$ cat src/design/paired_timer_map.svh
// Register offsets, field positions, reset values, write mask and interrupt bits of the timer
`ifndef PAIRED_TIMER_MAP_SVH
`define PAIRED_TIMER_MAP_SVH
`define ADDR_CONTROL 4'h0
`define ADDR_COUNT_LOW 4'h1
`define ADDR_COUNT_HIGH 4'h2
`define ADDR_PERIOD_LOW 4'h3
`define ADDR_PERIOD_HIGH 4'h4
`define ADDR_IRQ_STATUS 4'h5
`define ADDR_IRQ_MASK 4'h6
`define ADDR_CONTROL_HIGH 4'h7
`define BIT_RUN 15
`define BIT_IDLE_HALT 13
`define BIT_GATE 6
`define BIT_PRESCALE_HI 5
`define BIT_PRESCALE_LO 4
`define BIT_PAIR 3
`define BIT_CLK_SRC 1
`define CONTROL_WMASK 16'ha07a
`define CONTROL_RESET 16'h0000
`define PERIOD_RESET 16'hffff
`define IRQ_LOW 0
`define IRQ_HIGH 1
`endif

$ cat src/design/paired_timer_pkg.sv
// Types shared by the paired timer modules
package paired_timer_pkg;
  typedef enum logic [1:0] {
    PS_DIV1,
    PS_DIV8,
    PS_DIV64,
    PS_DIV256
  } prescale_t;
  typedef enum {
    GATE_IDLE,
    GATE_OPEN
  } gate_state_t;
endpackage

$ cat src/design/tick_if.sv
// Count enable path between the timer modules
`timescale 1ns/1ns
interface tick_if;
  logic src_tick;
  logic count_tick;
  paired_timer_pkg::prescale_t ratio;
  logic clear;
  modport producer (input src_tick, input ratio, input clear,
    output count_tick);
  modport consumer (output src_tick, output ratio, output clear,
    input count_tick);
endinterface

$ cat src/design/paired_timer_control.sv
// Lower timer control with optional 32-bit pairing to the upper timer
//
// How it works
// - Pair mode: run bit starts/stops 32-bit
// - Single mode: run bit starts/stops lower
// - Idle-halt bit stops counting in Idle
// - Internal clock: gate bit enables gating
// - External clock ignores gate bit
// - Prescale codes divide by 1/8/64/256
// - Pair bit joins timers into 32 bits
// - Pair clear: two separate 16-bit timers
// - Clock-source set counts pin rising edges
// - Clock-source clear counts instruction clock
// - Unimplemented control bits read zero
// - Pair mode ignores upper control, lower flag
// - Upper count holds high word
// - Upper period holds high word
`timescale 1ns/1ns
`include "paired_timer_map.svh"
module paired_timer_control (
  input wire logic ref_clk,
  input wire logic reset,
  input wire logic [3:0] addr,
  input wire logic [15:0] wdata,
  input wire logic wr_en,
  input wire logic rd_en,
  output logic [15:0] rdata,
  input wire logic ext_count_pin,
  input wire logic ext_count_pin_high,
  input wire logic gate_in,
  input wire logic gate_in_high,
  input wire logic idle_mode,
  output logic irq
);
  logic [15:0] timer_control_reg, timer_control_next;
  logic [15:0] control_high_reg, control_high_next;
  logic [15:0] count_low_word_reg, count_low_word_next;
  logic [15:0] count_high_word_reg, count_high_word_next;
  logic [15:0] period_low_word_reg, period_low_word_next;
  logic [15:0] period_high_word_reg, period_high_word_next;
  logic [1:0] status_reg, status_next;
  logic [1:0] mask_reg, mask_next;
  logic [15:0] rdata_reg, rdata_next;
  logic irq_reg, irq_next;
  logic half_reg, half_next;
  paired_timer_pkg::gate_state_t gate_reg, gate_next;
  paired_timer_pkg::gate_state_t gate_hi_reg, gate_hi_next;

  logic pin_rise, gate_fall;
  logic pinh_rise, gateh_fall;
  logic pair, run_lo, run_hi, tick_lo, tick_hi;
  logic gated_lo, gated_hi;
  logic [1:0] events;
  logic [15:0] ctl_hi_eff;

  tick_if tk_lo ();
  tick_if tk_hi ();

  // Only the count edge and the gate fall are used
  edge_detect u_pin_lo (
    .ref_clk(ref_clk),
    .reset(reset),
    .level(ext_count_pin),
    .rise(pin_rise),
    .fall()
  );
  edge_detect u_gate_lo (
    .ref_clk(ref_clk),
    .reset(reset),
    .level(gate_in),
    .rise(),
    .fall(gate_fall)
  );
  edge_detect u_pin_hi (
    .ref_clk(ref_clk),
    .reset(reset),
    .level(ext_count_pin_high),
    .rise(pinh_rise),
    .fall()
  );
  edge_detect u_gate_hi (
    .ref_clk(ref_clk),
    .reset(reset),
    .level(gate_in_high),
    .rise(),
    .fall(gateh_fall)
  );
  // Upper prescaler sits cleared while paired
  timer_prescaler u_ps_lo (
    .ref_clk(ref_clk),
    .reset(reset),
    .tk(tk_lo)
  );
  timer_prescaler u_ps_hi (
    .ref_clk(ref_clk),
    .reset(reset),
    .tk(tk_hi)
  );

  // Instruction clock is ref_clk halved: one enable every second cycle
  always_comb begin
    half_next = ~half_reg;
  end

  // Source and gating selection for each timer
  always_comb begin
    pair = timer_control_reg[`BIT_PAIR];
    // In pair mode upper controls are ignored
    ctl_hi_eff = pair ? 16'h0000 : control_high_reg;
    run_lo = timer_control_reg[`BIT_RUN] &
      ~(idle_mode & timer_control_reg[`BIT_IDLE_HALT]);
    run_hi = ctl_hi_eff[`BIT_RUN] &
      ~(idle_mode & ctl_hi_eff[`BIT_IDLE_HALT]);
    gated_lo = ~timer_control_reg[`BIT_CLK_SRC] &
      timer_control_reg[`BIT_GATE];
    gated_hi = ~ctl_hi_eff[`BIT_CLK_SRC] & ctl_hi_eff[`BIT_GATE];
    if (timer_control_reg[`BIT_CLK_SRC]) begin
      tk_lo.src_tick = run_lo & pin_rise;
    end else begin
      tk_lo.src_tick = run_lo & half_reg &
        (~gated_lo | gate_in);
    end
    if (ctl_hi_eff[`BIT_CLK_SRC]) begin
      tk_hi.src_tick = run_hi & pinh_rise;
    end else begin
      tk_hi.src_tick = run_hi & half_reg & (~gated_hi | gate_in_high);
    end
    tk_lo.ratio = paired_timer_pkg::prescale_t'(
      timer_control_reg[`BIT_PRESCALE_HI:`BIT_PRESCALE_LO]);
    tk_hi.ratio = paired_timer_pkg::prescale_t'(
      ctl_hi_eff[`BIT_PRESCALE_HI:`BIT_PRESCALE_LO]);
    // Stop clears the prescaler but keeps the counts
    tk_lo.clear = ~run_lo;
    tk_hi.clear = ~run_hi;
    // A tick in flight still lands one edge after a stop
    tick_lo = tk_lo.count_tick;
    tick_hi = tk_hi.count_tick & ~pair;
  end

  // Counters, gate tracking and events
  always_comb begin
    count_low_word_next = count_low_word_reg;
    count_high_word_next = count_high_word_reg;
    gate_next = gate_reg;
    gate_hi_next = gate_hi_reg;
    events = 2'b00;
    if (pair) begin
      if (tick_lo) begin
        if ({count_high_word_reg, count_low_word_reg} ==
            {period_high_word_reg, period_low_word_reg}) begin
          count_low_word_next = 16'h0000;
          count_high_word_next = 16'h0000;
          events[`IRQ_HIGH] = ~gated_lo;
        end else begin
          // Carry ripples from low word into high word
          {count_high_word_next, count_low_word_next} =
            {count_high_word_reg, count_low_word_reg} + 32'h0000_0001;
        end
      end
    end else begin
      if (tick_lo) begin
        if (count_low_word_reg == period_low_word_reg) begin
          count_low_word_next = 16'h0000;
          events[`IRQ_LOW] = ~gated_lo;
        end else begin
          count_low_word_next = count_low_word_reg + 16'h0001;
        end
      end
      if (tick_hi) begin
        if (count_high_word_reg == period_high_word_reg) begin
          count_high_word_next = 16'h0000;
          events[`IRQ_HIGH] = ~gated_hi;
        end else begin
          count_high_word_next = count_high_word_reg + 16'h0001;
        end
      end
    end
    case (gate_reg)
      paired_timer_pkg::GATE_IDLE: begin
        if (gated_lo & run_lo & gate_in) begin
          gate_next = paired_timer_pkg::GATE_OPEN;
        end
      end
      paired_timer_pkg::GATE_OPEN: begin
        if (gate_fall) begin
          gate_next = paired_timer_pkg::GATE_IDLE;
          // Gate fall flag goes to the upper flag when paired
          if (pair) begin
            events[`IRQ_HIGH] = 1'b1;
          end else begin
            events[`IRQ_LOW] = 1'b1;
          end
        end else if (~gated_lo) begin
          gate_next = paired_timer_pkg::GATE_IDLE;
        end
      end
      default: gate_next = paired_timer_pkg::GATE_IDLE;
    endcase
    // Upper gate tracking, dead in pair mode
    case (gate_hi_reg)
      paired_timer_pkg::GATE_IDLE: begin
        if (gated_hi & run_hi & gate_in_high) begin
          gate_hi_next = paired_timer_pkg::GATE_OPEN;
        end
      end
      paired_timer_pkg::GATE_OPEN: begin
        if (gateh_fall) begin
          gate_hi_next = paired_timer_pkg::GATE_IDLE;
          events[`IRQ_HIGH] = 1'b1;
        end else if (~gated_hi) begin
          gate_hi_next = paired_timer_pkg::GATE_IDLE;
        end
      end
      default: gate_hi_next = paired_timer_pkg::GATE_IDLE;
    endcase
    // Software writes to the count win over counting
    if (wr_en && addr == `ADDR_COUNT_LOW) begin
      count_low_word_next = wdata;
    end
    if (wr_en && addr == `ADDR_COUNT_HIGH) begin
      count_high_word_next = wdata;
    end
  end

  // Register file and interrupt
  always_comb begin
    timer_control_next = timer_control_reg;
    control_high_next = control_high_reg;
    period_low_word_next = period_low_word_reg;
    period_high_word_next = period_high_word_reg;
    mask_next = mask_reg;
    status_next = status_reg;
    if (wr_en) begin
      case (addr)
        `ADDR_CONTROL: timer_control_next = wdata & `CONTROL_WMASK;
        `ADDR_CONTROL_HIGH: control_high_next = wdata & `CONTROL_WMASK;
        `ADDR_PERIOD_LOW: period_low_word_next = wdata;
        `ADDR_PERIOD_HIGH: period_high_word_next = wdata;
        `ADDR_IRQ_MASK: mask_next = wdata[1:0];
        `ADDR_IRQ_STATUS: status_next = status_reg & ~wdata[1:0];
        default: status_next = status_reg;
      endcase
    end
    // New events win over a clearing write
    status_next = status_next | events;
    rdata_next = 16'h0000;
    if (rd_en) begin
      case (addr)
        `ADDR_CONTROL: rdata_next = timer_control_reg;
        `ADDR_CONTROL_HIGH: rdata_next = control_high_reg;
        `ADDR_COUNT_LOW: rdata_next = count_low_word_reg;
        `ADDR_COUNT_HIGH: rdata_next = count_high_word_reg;
        `ADDR_PERIOD_LOW: rdata_next = period_low_word_reg;
        `ADDR_PERIOD_HIGH: rdata_next = period_high_word_reg;
        `ADDR_IRQ_STATUS: rdata_next = {14'h0000, status_reg};
        `ADDR_IRQ_MASK: rdata_next = {14'h0000, mask_reg};
        default: rdata_next = 16'h0000;
      endcase
    end
    // Next mask, so a mask write acts on the very next cycle
    irq_next = |(status_next & mask_next);
  end

  always_ff @(posedge ref_clk) begin
    if (reset) begin
      timer_control_reg <= `CONTROL_RESET;
      control_high_reg <= `CONTROL_RESET;
      count_low_word_reg <= 16'h0000;
      count_high_word_reg <= 16'h0000;
      period_low_word_reg <= `PERIOD_RESET;
      period_high_word_reg <= `PERIOD_RESET;
      status_reg <= 2'h0;
      mask_reg <= 2'h0;
      rdata_reg <= 16'h0000;
      irq_reg <= 1'b0;
      half_reg <= 1'b0;
      gate_reg <= paired_timer_pkg::GATE_IDLE;
      gate_hi_reg <= paired_timer_pkg::GATE_IDLE;
    end else begin
      timer_control_reg <= timer_control_next;
      control_high_reg <= control_high_next;
      count_low_word_reg <= count_low_word_next;
      count_high_word_reg <= count_high_word_next;
      period_low_word_reg <= period_low_word_next;
      period_high_word_reg <= period_high_word_next;
      status_reg <= status_next;
      mask_reg <= mask_next;
      rdata_reg <= rdata_next;
      irq_reg <= irq_next;
      half_reg <= half_next;
      gate_reg <= gate_next;
      gate_hi_reg <= gate_hi_next;
    end
  end

  assign rdata = rdata_reg;
  assign irq = irq_reg;
endmodule

$ cat src/design/timer_prescaler.sv
// Prescaler that turns source ticks into count ticks
`timescale 1ns/1ns
module timer_prescaler (
  input wire logic ref_clk,
  input wire logic reset,
  tick_if.producer tk
);
  logic [7:0] div_reg;
  logic [7:0] div_next;
  logic tick_reg;
  logic tick_next;
  logic [7:0] last;

  always_comb begin
    case (tk.ratio)
      paired_timer_pkg::PS_DIV8: last = 8'h07;
      paired_timer_pkg::PS_DIV64: last = 8'h3f;
      paired_timer_pkg::PS_DIV256: last = 8'hff;
      default: last = 8'h00;
    endcase
    div_next = div_reg;
    tick_next = 1'b0;
    if (tk.clear) begin
      div_next = 8'h00;
    end else if (tk.src_tick) begin
      if (div_reg >= last) begin
        div_next = 8'h00;
        tick_next = 1'b1;
      end else begin
        div_next = div_reg + 8'h01;
      end
    end
  end

  always_ff @(posedge ref_clk) begin
    if (reset) begin
      div_reg <= 8'h00;
      tick_reg <= 1'b0;
    end else begin
      div_reg <= div_next;
      tick_reg <= tick_next;
    end
  end

  assign tk.count_tick = tick_reg;
endmodule

$ cat src/design/edge_detect.sv
// Rising and falling edge finder for a synchronous input
`timescale 1ns/1ns
module edge_detect (
  input wire logic ref_clk,
  input wire logic reset,
  input wire logic level,
  output logic rise,
  output logic fall
);
  logic last_reg;
  logic last_next;

  always_comb begin
    last_next = level;
  end

  always_ff @(posedge ref_clk) begin
    if (reset) begin
      last_reg <= 1'b0;
    end else begin
      last_reg <= last_next;
    end
  end

  assign rise = level & ~last_reg;
  assign fall = ~level & last_reg;
endmodule

$ cat config.mk
export PLATFORM = sky130hd
export DESIGN_NAME = paired_timer_control
export DESIGN_NICKNAME = d
export VERILOG_FILES = /design/src/design/paired_timer_pkg.sv /design/src/design/tick_if.sv /design/src/design/paired_timer_control.sv /design/src/design/timer_prescaler.sv /design/src/design/edge_detect.sv
export VERILOG_INCLUDE_DIRS = /design/src /design/src/design
export SDC_FILE = /design/constraint.sdc
export NUM_CORES = 1
export LEC_CHECK = 0
export BUFFER_PORTS_ARGS = -buffer_cell sky130_fd_sc_hd__buf_4
export CAP_MARGIN = 0
export CORE_MARGIN = 2
export CORE_UTILIZATION = 50
export DETAILED_ROUTE_END_ITERATION = 10
export PLACE_DENSITY = 0.7
export SKIP_CTS_REPAIR_TIMING = 1
export SLEW_MARGIN = 20
export SYNTH_ARGS = -nofsm -noshare
export SYNTH_HDL_FRONTEND = slang
export SYNTH_SLANG_ARGS = --single-unit
$ cat constraint.sdc
create_clock -name ref_clk -period 2.4 [get_ports ref_clk]
set_input_delay 0.24 -clock ref_clk [delete_from_list [all_inputs] [get_ports ref_clk]]
set_output_delay 0.24 -clock ref_clk [all_outputs]
set_load 0.005 [all_outputs]
Word-level counts from Yosys, hierarchy flattened
Cells that the tools add are included.
- bitwise operators: 44
- eq/ne operators: 23
- add/sub/neg operators: 5
- mux-type cells: 48
- order comparisons: 2
- reduce and logical (&&, ||, !) cells: 20
- operators with widths (kind ; number):
    two-way mux 16 bit ; 13
    two-way mux 32 bit ; 6
    one-hot mux 16 bit (8 select lines) ; 1
    one-hot mux 32 bit (2 select lines) ; 2
    == test 32 x 1 -> 1 bit (second input constant) ; 2
    zero test 32 bit ; 2
    one-hot mux 8 bit (3 select lines) ; 2
    adder 16 x 1 -> 16 bit (second input constant) ; 2
    adder 32 x 1 -> 32 bit (second input constant) ; 1
    == test 16 bit ; 2
    == test 32 bit ; 1
    AND 1 bit ; 21
    NOT 1 bit ; 17
    adder 8 x 1 -> 8 bit (second input constant) ; 2
    == test 4 x 3 -> 1 bit (second input constant) ; 4
    >= comparator 8 bit ; 2
    two-way mux 1 bit ; 16
    two-way mux 8 bit ; 2
    AND reduction 2 bit ; 7
    two-way mux 2 bit ; 6
    == test 2 bit (second input constant) ; 4
    == test 4 x 2 -> 1 bit (second input constant) ; 2
    OR reduction 2 bit ; 4
    inequality test 3 bit (second input constant) ; 2
    13 further kinds ; 19
- output and inout port bits: 17
- logic and storage cells: 163
- bits of input ports: 29
- bits in registers: 186

Longest topological paths before layout
Gate-level depths: netlist of the first run.
- depth in word-level cells: 15
- mapped depth: 10
- mapped depth without buffers: 10

By module
From an unflattened synthesis of the first run, not the netlist that was laid out.
- cell total of the unflattened synthesis: 889
- area total of the unflattened synthesis: 7059.3 sq um
- by module, submodules not included (module ; cells an instance ; instances ; sequential area each (sq um) ; area an instance (sq um)):
    paired_timer_control ; 727 ; 1 ; 2042.0 ; 5675.4
    timer_prescaler ; 73 ; 2 ; 180.2 ; 614.3
    edge_detect ; 4 ; 4 ; 20.0 ; 38.8

Worst setup path before layout of the first run
OpenSTA, ideal clock, no wires.
- kind: flip-flop to flip-flop
- start: reg timer_control_reg[3]
- end: reg u_ps_hi.div_reg[0]
- buffers on the path: 1
- required time: 2.340 ns
- setup slack: 0.180 ns
- setup time: 0.060 ns
- cell stages (with the launch flop): 11
- period minus slack after synthesis: 2.220 ns
- data arrival time: 2.160 ns
- cells stage by stage: dfxtp_1 > clkbuf_1 > nor2_1 > ha_1 > nand2b_1 > a21o_1 > a21o_1 > a21oi_1 > o21ai_0 > a31oi_1 > and2_1
- cells in the longest elaborated chain, start to end: 7
- elaborated cells on any way between the ends: 20
- those cells by class: 1 x order compare; 3 x eq/ne; 4 x mux; 11 x bitwise; 1 x reduce/logical
- RTL lines (item ; line ; text):
    start, declared ; paired_timer_control.sv:35 ; logic [15:0] timer_control_reg, timer_control_next;
    start signal, assigned ; paired_timer_control.sv:266 ; timer_control_reg <= `CONTROL_RESET;
    start signal, assigned ; paired_timer_control.sv:280 ; timer_control_reg <= timer_control_next;
    two-way mux 16 bit * ; paired_timer_control.sv:109 ; ctl_hi_eff = pair ? 16'h0000 : control_high_reg;
    branches (longest 6 deep; another with >= comparator 8 bit) ; n/a ;
    end signal, assigned ; timer_prescaler.sv:40 ; div_reg <= div_next;
    end, declared ; timer_prescaler.sv:8 ; logic [7:0] div_reg;
Every way passes the cells marked *.
A chain may end at the register's enable or synchronous reset.

Worst setup path in the final report of the first run
- start: reg count_low_word_reg[1]
- end: reg count_high_word_reg[12]
- cells in the longest elaborated chain, start to end: 5
- elaborated cells on any way between the ends: 6
- those cells by class: 1 x add/sub; 1 x eq/ne; 4 x mux
- RTL lines (item ; line ; text):
    start, declared ; paired_timer_control.sv:37 ; logic [15:0] count_low_word_reg, count_low_word_next;
    start signal, assigned ; paired_timer_control.sv:282 ; count_low_word_reg <= count_low_word_next;
    adder 32 x 1 -> 32 bit or == test 32 bit (tied branches) ; paired_timer_control.sv:157, paired_timer_control.sv:149 ;
    two-way mux 16 bit * ; paired_timer_control.sv:149 ; if ({count_high_word_reg, count_low_word_reg} ==
    two-way mux 16 bit * ; paired_timer_control.sv:148 ; if (tick_lo) begin
    two-way mux 16 bit * ; paired_timer_control.sv:147 ; if (pair) begin
    two-way mux 16 bit * ; paired_timer_control.sv:220 ; if (wr_en && addr == `ADDR_COUNT_HIGH) begin
    end signal, assigned ; paired_timer_control.sv:283 ; count_high_word_reg <= count_high_word_next;
    end, declared ; paired_timer_control.sv:38 ; logic [15:0] count_high_word_reg, count_high_word_next;
Every way passes the cells marked *; elsewhere a longest branch is shown, timed or not. The select of a mux whose other input is x is not followed.

==> impl_summary.log, run 1 <==
[metrics] result of the run: finished, final reports clean
[metrics] Rel. slew slack: a little over half
[metrics] Die X: about 120 µm
[metrics] Filler Cell Count: about 1.2k
[metrics] final critical delay including setup and external delays: approximately 2.3 ns
[metrics] post-synth cell types: 63
[metrics] worst hold slack: around 0.035 ns
[metrics] clock root buffer: sky130_fd_sc_hd__clkbuf_16
[metrics] Finished Cell Area: ~8200 µm²
[metrics] Clock Tree Buf Depth: 2
[metrics] commonest non-fill, non-tap cell in the layout: sky130_fd_sc_hd__nand2_1
[metrics] post-layout net count: between 900 and 1k
[metrics] transition time of the tightest slew-check pin: a little under 0.7 ns
[metrics] first-pass iteration count of the detailed router: 8
[metrics] Post-Place Cell Area: 7580 µm²
[metrics] Synth async-reset ratio: 0%
[metrics] maximum level of the CTS H-tree: 4
[metrics] worst voltage drop across the vdd grid: between 400 and 500 µV
[metrics] biggest fanout along the worst timing path: 6
[metrics] total chip power: 0.00490 W
[metrics] type of the tightest min-delay check: in2reg
[metrics] startpoint type of the worst setup path: flip-flop
[metrics] period utilisation layout: between 90% and 100%
[metrics] Avg Vias per Cell: a little over 6
[metrics] number of standard-cell rows in the floorplan: 42
[metrics] antenna violations before repair: 0
[metrics] Placed Cells: ~1.1k
[metrics] clock skew after layout: between 0.009 and 0.01 ns
[metrics] nature of the critical path endpoint: flip-flop
[metrics] hpwl dp: 15.5 mm
[metrics] largest net degree at the start of global routing: 36
[metrics] first-pass GRT wire length: 34.1 mm
[metrics] final routed wirelength across all metal layers: around 22 mm
[metrics] final worst-path setup slack: about 0.1 ns
[metrics] leading cell types in the layout, fill and taps excluded: sky130_fd_sc_hd__nand2_1 (123), sky130_fd_sc_hd__dfxtp_1 (122), sky130_fd_sc_hd__buf_4 (106)
[metrics] count of boundary I/O pins: 46
[metrics] clock latency at the later pin of the worst-skew pair: between 0.4 and 0.5 ns
[metrics] share of final-layout standard cells stronger than drive strength 1: between 15 and 20%
[metrics] number of I/O port buffers: 45
[metrics] DIE AREA: 14,500 µm²
[metrics] synthesized area divided by synthesized cell count: just over 8 µm²
[metrics] Iter 0 DRT Violations: slightly below 800
[metrics] Floorplan Core Area: roughly 13,000 µm²
[metrics] total via count after detailed routing: 6,760
[metrics] worst setup path category: reg2reg
[metrics] total global-route track usage: a little under a third
[metrics] via count of the first global-routing pass: around 6.4k
[metrics] sequential fraction of the synthesis area: between 30% and 40%
[metrics] leakage dissipation: 3.28 nW
[metrics] post-detailed-route DRC marker count: 0
[metrics] antenna cells: 0
[metrics] max frequency: 0.435 GHz
[metrics] yosys warns: 0
[metrics] starting density of the core: around 50%
[metrics] # Max-Cap Violations: 0
[metrics] number of cells produced by synthesis: between 800 and 900
[metrics] critical path arrival: around 2.6 ns
[metrics] Clock Sinks: approximately 120
[metrics] CTS Buf Count: 17
[metrics] area of the mapped netlist: about 7000 µm²
[metrics] wire length per cell: 19.7 µm
[metrics] final cell count without fillers: ~1.1k
[metrics] gp weighted congestion: between 0.9 and 1
[metrics] number of max-slew violations in the final report: 0
[metrics] flop and latch count out of synthesis: around 120
[metrics] number of synthesized flops with an enable pin: 0
[metrics] top flip-flop cell by instance count after synthesis: sky130_fd_sc_hd__dfxtp_1
[metrics] Remaining Overflow, GRT: 0
[metrics] clock-pin slew of the registers on the worst-case setup and hold paths: 0.05 ns
[metrics] power per unit of standard cell area: roughly 600 nW/µm²
[metrics] total of endpoints with negative setup slack in the final report: 0
[metrics] layout overhead on the synthesized area: 20.5%
[metrics] number of antenna-violating nets in the routed design: 0
[metrics] clock tree from TritonCTS: done
[metrics] die span in y: around 120 µm
[metrics] Setup WS pre-CTS: -0.0692 ns
[metrics] number of failing hold endpoints at the final stage: 0
[metrics] Data required, critical path: roughly 2.7 ns
[metrics] net count after synthesis: about 890
-- critical path, stage by stage (launching register included) --
cell                       delay [ns]
sky130_fd_sc_hd__dfxtp_1         0.43
sky130_fd_sc_hd__ha_1            0.24
sky130_fd_sc_hd__nand3_1         0.16
sky130_fd_sc_hd__nor3_4          0.25
sky130_fd_sc_hd__nand2_2         0.15
sky130_fd_sc_hd__a21oi_2         0.25
sky130_fd_sc_hd__a21oi_1         0.11
sky130_fd_sc_hd__a311o_1         0.33
sky130_fd_sc_hd__a311oi_1        0.28
-- metal layers --
layer,GRT usage [%],vias to the layer above,part of all wire [%],wire length [µm]
li1,-,3172,-,-
met1,41.5,3228,43,9370
met2,47.0,308,45,9810
met3,5.57,52,8.4,1820
met4,13.9,0,3.1,663
met5,0,-,0,0
-- synth_stat cells, types with 3 or more instances --
library cell	count	area share (%)
sky130_fd_sc_hd__nand2_1	124	6.8
sky130_fd_sc_hd__mux2_2	11	1.8
sky130_fd_sc_hd__o31ai_1	4	0.44
sky130_fd_sc_hd__and2_1	12	1.1
sky130_fd_sc_hd__o22ai_1	4	0.37
sky130_fd_sc_hd__xor2_1	36	4.6
sky130_fd_sc_hd__nand2b_1	10	0.92
sky130_fd_sc_hd__o21a_1	4	0.44
sky130_fd_sc_hd__nand3b_1	6	0.66
sky130_fd_sc_hd__a221oi_1	6	0.77
sky130_fd_sc_hd__nor2_1	94	5.2
sky130_fd_sc_hd__a21boi_0	3	0.33
sky130_fd_sc_hd__a22o_1	13	1.7
sky130_fd_sc_hd__or2_2	3	0.28
sky130_fd_sc_hd__nor4_1	12	1.1
sky130_fd_sc_hd__o211ai_1	4	0.44
sky130_fd_sc_hd__a311oi_1	11	1.4
sky130_fd_sc_hd__xnor2_1	15	1.9
sky130_fd_sc_hd__mux2i_1	25	3.7
sky130_fd_sc_hd__a211oi_1	4	0.44
sky130_fd_sc_hd__a21oi_1	22	1.6
sky130_fd_sc_hd__a21o_1	6	0.66
sky130_fd_sc_hd__nand3_1	47	3.5
sky130_fd_sc_hd__clkbuf_1	40	2.2
sky130_fd_sc_hd__a31oi_1	9	0.83
sky130_fd_sc_hd__nor3_1	10	0.74
sky130_fd_sc_hd__and3_1	17	1.6
sky130_fd_sc_hd__a32oi_1	5	0.64
sky130_fd_sc_hd__dfxtp_1	124	37
sky130_fd_sc_hd__inv_1	14	0.77
sky130_fd_sc_hd__ha_1	20	3.7
sky130_fd_sc_hd__a222oi_1	7	1.0
sky130_fd_sc_hd__nor2b_1	11	1.0
sky130_fd_sc_hd__buf_2	11	0.81
sky130_fd_sc_hd__or3_1	7	0.64
sky130_fd_sc_hd__o21ai_0	30	2.2
sky130_fd_sc_hd__a22oi_1	14	1.5
sky130_fd_sc_hd__nand4_1	15	1.4
-- final cells by class --
type | instances | area (µm²) | share of cell area (%)
clock buffers | 24 | 472 | 5.76
inverters | 15 | 56.3 | 0.687
flip-flops and latches | 124 | 2480 | 30.3
multi-input cells | 650 | 4100 | 50.0
repair buffers | 106 | 796 | 9.71
clock inverters | 7 | 66.3 | 0.809
well taps | 176 | 220 | 2.69
-- per-stage QoR --
step | TNS [ns] | utilization [%]
6_report | 0 | 61.9
3_5_place_dp | -0.369 | 57.3
5_1_grt | -0.0595 | 61.9
2_1_floorplan | 0 | -
4_1_cts | -0.488 | 61.3
3_3_place_gp | 0 | 57.3
-- kinds of logic after synthesis --
kind of cell,synth area share (%)
simple gates,26.2
compound gates,17.5
flops,36.5
buf+inv,4.01
xor+xnor,6.57
mux,5.50
fa+ha+maj,3.68
-- final timing paths --
check / from / endpoint / slack, ns / cells after the start
worst max-delay path: count_low_word_reg[1] / count_high_word_reg[12] / 0.1 / 8
worst min register to register: half_reg / half_reg / 0.46 / 1
worst max register to register: count_low_word_reg[1] / count_high_word_reg[12] / 0.1 / 8
worst min-delay path: ext_count_pin / u_pin_lo.last_reg / 0.03 / 2
-- report_power, final --
part           total, W  switching, W  internal [W]  leakage, nW
Combinational  0.000392      0.000242      0.000150         2.01
Sequential      0.00213     0.0000354       0.00210         1.01
Clock           0.00237      0.000908       0.00146        0.264
(Power assumes the default switching activity.)
==> run 2, diff against run 1 <==
CORE_UTILIZATION = 55   (was 50)
PLACE_DENSITY = 0.75   (was 0.7)
==> impl_summary.log, run 2 (synthesis gave the netlist of run 1 again) <==
[metrics] result of the run: finished, final reports clean
[metrics] largest net degree at the start of global routing: 36
[metrics] critical path arrival: about 2.6 ns
[metrics] start point of the worst hold path: ext_count_pin_high
[metrics] number of failing hold endpoints at the final stage: 0
[metrics] area of the multi-input gates: between 4000 and 5000 µm²
[metrics] Avg Vias per Cell: between 6 and 7
[metrics] CTS Buf Count: 17
[metrics] clock skew after layout: just under 0.009 ns
[metrics] # Max-Cap Violations: 0
[metrics] worst setup path category: reg2reg
[metrics] clock root buffer: sky130_fd_sc_hd__clkbuf_16
[metrics] antenna violations before repair: 0
[metrics] die span in y: 115 µm
[metrics] Iter 0 DRT Violations: 898
[metrics] total via count after detailed routing: 6,844
[metrics] starting density of the core: about 56%
[metrics] reg2reg path depth: 10
[metrics] Clock Tree Buf Depth: 2
[metrics] number of max-slew violations in the final report: 0
[metrics] wire length per cell: approximately 20 µm
[metrics] Finished Cell Area: just over 8000 µm²
[metrics] max frequency: between 0.4 and 0.5 GHz
[metrics] post-layout net count: about 960
[metrics] final routed wirelength across all metal layers: ~22 mm
[metrics] depth of the worst hold-timing path: 2
[metrics] Data required, critical path: 2.70 ns
[metrics] number of standard-cell rows in the floorplan: 40
[metrics] gp weighted congestion: ~1
[metrics] leakage dissipation: 3.29 nW
[metrics] antenna cells: 0
[metrics] total global-route track usage: around 34%
[metrics] RR Endpoint: count_high_word_reg[0]
[metrics] final critical delay including setup and external delays: ~2.3 ns
[metrics] worst-case hold path end point: u_pin_hi.last_reg
[metrics] post-detailed-route DRC marker count: 0
[metrics] DIE AREA: between 10,000 and 15,000 µm²
[metrics] setup repair after global routing missed its margin: true
[metrics] number of I/O port buffers: 45
[metrics] Rel. slew slack: 48.9%
[metrics] type of the tightest min-delay check: in2reg
[metrics] Floorplan Core Area: 12,100 µm²
[metrics] Post-Place Cell Area: between 7000 and 8000 µm²
[metrics] number of antenna-violating nets in the routed design: 0
[metrics] register area: between 2000 and 2500 µm²
[metrics] worst voltage drop across the vdd grid: between 500 and 600 µV
[metrics] leading cell types in the layout, fill and taps excluded: sky130_fd_sc_hd__nand2_1 (123), sky130_fd_sc_hd__dfxtp_1 (121), sky130_fd_sc_hd__buf_4 (105)
[metrics] share of final-layout standard cells stronger than drive strength 1: 19.0%
[metrics] final cell count without fillers: roughly 1.1k
[metrics] Clock Sinks: between 100 and 150
[metrics] clock-pin slew of the registers on the worst-case setup and hold paths: approximately 0.06 ns
[metrics] via count of the first global-routing pass: about 6.4k
[metrics] commonest non-fill, non-tap cell in the layout: sky130_fd_sc_hd__nand2_1
[metrics] period utilisation layout: 95.7%
[metrics] biggest fanout along the worst timing path: 8
[metrics] transition time of the tightest slew-check pin: around 0.76 ns
[metrics] first-pass GRT wire length: 33.9 mm
[metrics] critical register-to-register path startpoint: period_low_word_reg[7]
[metrics] maximum level of the CTS H-tree: 4
[metrics] Die X: 115 µm
[metrics] Placed Cells: approximately 1.1k
[metrics] clock tree from TritonCTS: done
[metrics] Remaining Overflow, GRT: 0
[metrics] count of boundary I/O pins: 46
[metrics] total of endpoints with negative setup slack in the final report: 0
[metrics] hpwl dp: 15.7 mm
[metrics] startpoint type of the worst setup path: flip-flop
[metrics] worst-case register-to-register setup slack: between 0.1 and 0.15 ns
[metrics] Filler Cell Count: just under 1k
[metrics] nature of the critical path endpoint: flip-flop
[metrics] layout overhead on the synthesized area: 21.6%
[metrics] power per unit of standard cell area: ~600 nW/µm²
[metrics] utilization after layout: between 60 and 70%
[metrics] clock latency at the later pin of the worst-skew pair: ~0.43 ns
[metrics] first-pass iteration count of the detailed router: 8
## run 2: layer usage
layer	track usage (%)	routed length [µm]	vias to the layer above
met2	51.9	9840	380
met5	0	0	-
met1	45.4	9080	3243
li1	-	-	3152
met4	13.3	690	0
met3	8.01	2210	69
## run 2: where the power goes
group / switching (W) / internal [W]
registers: 0.0000364 / 0.00210
logic: 0.000239 / 0.000148
clock network: 0.000975 / 0.00158
## run 2: layout make-up
class | instances | share of cell area (%)
multi-input combinational | 650 | 49.7
tap | 168 | 2.54
clock buffer | 19 | 5.48
clock inverter | 13 | 1.72
inverter | 15 | 0.681
sequential | 124 | 30.1
timing repair buffer | 106 | 9.77
## run 2: worst max-delay path, stage by stage (launching register included)
cell and delay, ns:
sky130_fd_sc_hd__dfxtp_2 0.34, sky130_fd_sc_hd__xor2_1 0.16, sky130_fd_sc_hd__nor4_2 0.29, sky130_fd_sc_hd__buf_4 0.15, sky130_fd_sc_hd__nand4_1 0.18, sky130_fd_sc_hd__buf_12 0.21, sky130_fd_sc_hd__o211ai_1 0.33, sky130_fd_sc_hd__buf_4 0.18
sky130_fd_sc_hd__nand2_1 0.05, sky130_fd_sc_hd__a32oi_1 0.17, sky130_fd_sc_hd__a211oi_1 0.09
## run 2: per-stage QoR
step / total power, W / worst slack, ns / setup TNS, ns / hold WS, ns
after floorplan: 0.00238 / 0.180 / 0 / 0.359
after global placement: 0.00253 / 0.0357 / 0 / 0.434
after detailed placement: 0.00254 / -0.122 / -0.728 / 0.445
after CTS: 0.00507 / -0.141 / -0.857 / 0.0334
after global routing: 0.00522 / -0.00774 / -0.0151 / 0.0518
final: 0.00508 / 0.102 / 0 / 0.0344
## run 2: worst max-delay path by stage
| stage | startpoint | endpoint | slack [ns] |
|---|---|---|---|
| finish | period_low_word_reg[7] | count_high_word_reg[0] | 0.10 |
| global route | count_low_word_reg[0] | count_high_word_reg[11] | -0.008 |
| CTS | timer_control_reg[4] | u_ps_lo.div_reg[5] | -0.14 |
| detailed placement | timer_control_reg[4] | u_ps_lo.div_reg[5] | -0.12 |
| global placement | period_high_word_reg[8] | count_high_word_reg[12] | 0.04 |
| floorplan | timer_control_reg[3] | u_ps_hi.div_reg[0] | 0.18 |
==> run 3, diff against run 2 <==
CAP_MARGIN = 20   (was 0)
CELL_PAD_IN_SITES_DETAIL_PLACEMENT = 0   (was not set)
CELL_PAD_IN_SITES_GLOBAL_PLACEMENT = 1   (was not set)
CORE_ASPECT_RATIO = 1.2   (was not set)
CORE_UTILIZATION = 41   (was 55)
==> impl_summary.log, run 3 (synthesis gave the netlist of run 1 again) <==
[metrics] transition time of the tightest slew-check pin: 0.600 ns
[metrics] slowest CP cell: sky130_fd_sc_hd__nor4_1
[metrics] result of the run: finished, final reports clean
[metrics] post-layout net count: 965
[metrics] cell chain of the critical path: xor2_1 > nor4_1 > nand4_1 > buf_4 > o211ai_1 > and2_1 > a311o_1 > a311oi_1
[metrics] clock root buffer: sky130_fd_sc_hd__clkbuf_16
[metrics] Iter 0 DRT Violations: ~600
[metrics] total via count after detailed routing: 6,630
[metrics] final critical delay including setup and external delays: approximately 2.3 ns
[metrics] maximum level of the CTS H-tree: 4
[metrics] clock latency at the later pin of the worst-skew pair: 0.43 ns
[metrics] Floorplan Core Area: between 15,000 and 20,000 µm²
[metrics] share of final-layout standard cells stronger than drive strength 1: 18.2%
[metrics] antenna cells: 0
[metrics] hpwl dp: approximately 16 mm
[metrics] Filler Cell Count: about 1.6k
[metrics] starting density of the core: a little over two fifths
[metrics] via count of the first global-routing pass: between 6k and 7k
[metrics] number of I/O port buffers: 45
[metrics] clock-pin slew of the registers on the worst-case setup and hold paths: roughly 0.060 ns
[metrics] clock tree from TritonCTS: done
[metrics] CTS Buf Count: 17
[metrics] utilization after layout: slightly above 50%
[metrics] first-pass GRT wire length: 35.1 mm
[metrics] number of standard-cell rows in the floorplan: 51
[metrics] leakage dissipation: around 3.3 nW
[metrics] max frequency: around 0.44 GHz
[metrics] power per unit of standard cell area: roughly 600 nW/µm²
[metrics] gp weighted congestion: between 0.9 and 1
[metrics] total of endpoints with negative setup slack in the final report: 0
[metrics] register area: ~2500 µm²
[metrics] Clock Sinks: around 120
[metrics] Avg Vias per Cell: between 5 and 6
[metrics] number of max-slew violations in the final report: 0
[metrics] type of the tightest min-delay check: in2reg
[metrics] Clock Tree Buf Depth: 2
[metrics] sw power: ~0.0012 W
[metrics] Data required, critical path: 2.70 ns
[metrics] area of the multi-input gates: ~4000 µm²
[metrics] DIE AREA: 17,600 µm²
[metrics] clock skew after layout: a little under 0.01 ns
[metrics] final routed wirelength across all metal layers: about 22 mm
[metrics] internal portion of total power: roughly 0.0037 W
[metrics] Die X: roughly 120 µm
[metrics] period utilisation layout: a little over nine tenths
[metrics] startpoint type of the worst setup path: flip-flop
[metrics] nature of the critical path endpoint: flip-flop
[metrics] biggest fanout along the worst timing path: 10
[metrics] delay of the slowest cell on the worst path: between 0.4 and 0.5 ns
[metrics] largest net degree at the start of global routing: 37
[metrics] clock power share: around half
[metrics] kind of cell with the highest combined delay on the critical path: simple AND/OR/NAND/NOR gates
[metrics] final worst-path setup slack: between 0.1 and 0.15 ns
[metrics] antenna violations before repair: 1
[metrics] number of antenna-violating nets in the routed design: 0
[metrics] worst setup path category: reg2reg
[metrics] critical path arrival: approximately 2.6 ns
[metrics] # Max-Cap Violations: 0
[metrics] layout overhead on the synthesized area: 21.6%
[metrics] post-detailed-route DRC marker count: 0
[metrics] wire length per cell: approximately 19 µm
[metrics] count of boundary I/O pins: 46
[metrics] worst voltage drop across the vdd grid: 500 µV
[metrics] sequential fraction of design power: between 40% and 50%
[metrics] switching share of total power: around 25%
[metrics] total global-route track usage: 25.7%
[metrics] portion of total power attributed to combinational logic: under 10%
[metrics] first-pass iteration count of the detailed router: 5
[metrics] die span in y: roughly 150 µm
[metrics] Rel. slew slack: ~60%
[metrics] commonest non-fill, non-tap cell in the layout: sky130_fd_sc_hd__dfxtp_1
[metrics] CP Buf/Inv Count: 1
[metrics] Remaining Overflow, GRT: 0
[metrics] Setup WS pre-CTS: -0.0174 ns
[metrics] number of failing hold endpoints at the final stage: 0
[metrics] leading cell types in the layout, fill and taps excluded: sky130_fd_sc_hd__dfxtp_1 (124), sky130_fd_sc_hd__nand2_1 (123), sky130_fd_sc_hd__buf_4 (108)
==> run 3: worst paths after layout <==
check	from	to	slack (ns)	cells past startpoint
max	count_low_word_reg[1]	count_high_word_reg[12]	0.12	8
min	ext_count_pin	u_pin_lo.last_reg	0.04	2
max reg2reg	count_low_word_reg[1]	count_high_word_reg[12]	0.12	8
min reg2reg	half_reg	half_reg	0.45	1
==> run 3: area by class of cell <==
cell class / count / share of cell area, %
timing repair buffer: 108 / 9.81
inverter: 15 / 0.681
clock buffer: 20 / 5.52
multi-input combinational: 650 / 49.6
tap: 212 / 3.21
clock inverter: 11 / 1.17
sequential: 124 / 30.0
==> run 3: metal layers <==
metal / track usage (%) / share of wire (%) / vias up
met5: 0 / 0.059 / -
met4: 10.5 / 3.5 / 2
met3: 4.80 / 6.5 / 49
met2: 41.3 / 48 / 239
met1: 33.7 / 42 / 3175
li1: - / - / 3165
==> run 3: per-stage QoR <==
step / TNS [ns] / instance area (µm²) / power [W] / instances / hold slack [ns]
2_1_floorplan: 0 / 6800 / 0.00238 / 842 / 0.359
3_3_place_gp: 0 / 7650 / 0.00254 / 1108 / 0.442
3_5_place_dp: -0.0317 / 7650 / 0.00255 / 1108 / 0.441
4_1_cts: -0.204 / 8200 / 0.00495 / 1139 / 0.0356
5_1_grt: -0.00645 / 8270 / 0.00508 / 1140 / 0.0405
6_report: 0 / 8270 / 0.00492 / 1140 / 0.0395
==> run 3: power groups by stage <==
stage	clock [W]	combinational, W	sequential [W]
floorplan	0	0.000213	0.00217
global placement	0	0.000371	0.00217
detailed placement	0	0.000375	0.00217
CTS	0.00244	0.000377	0.00213
global route	0.00253	0.000414	0.00213
finish	0.00241	0.000384	0.00213
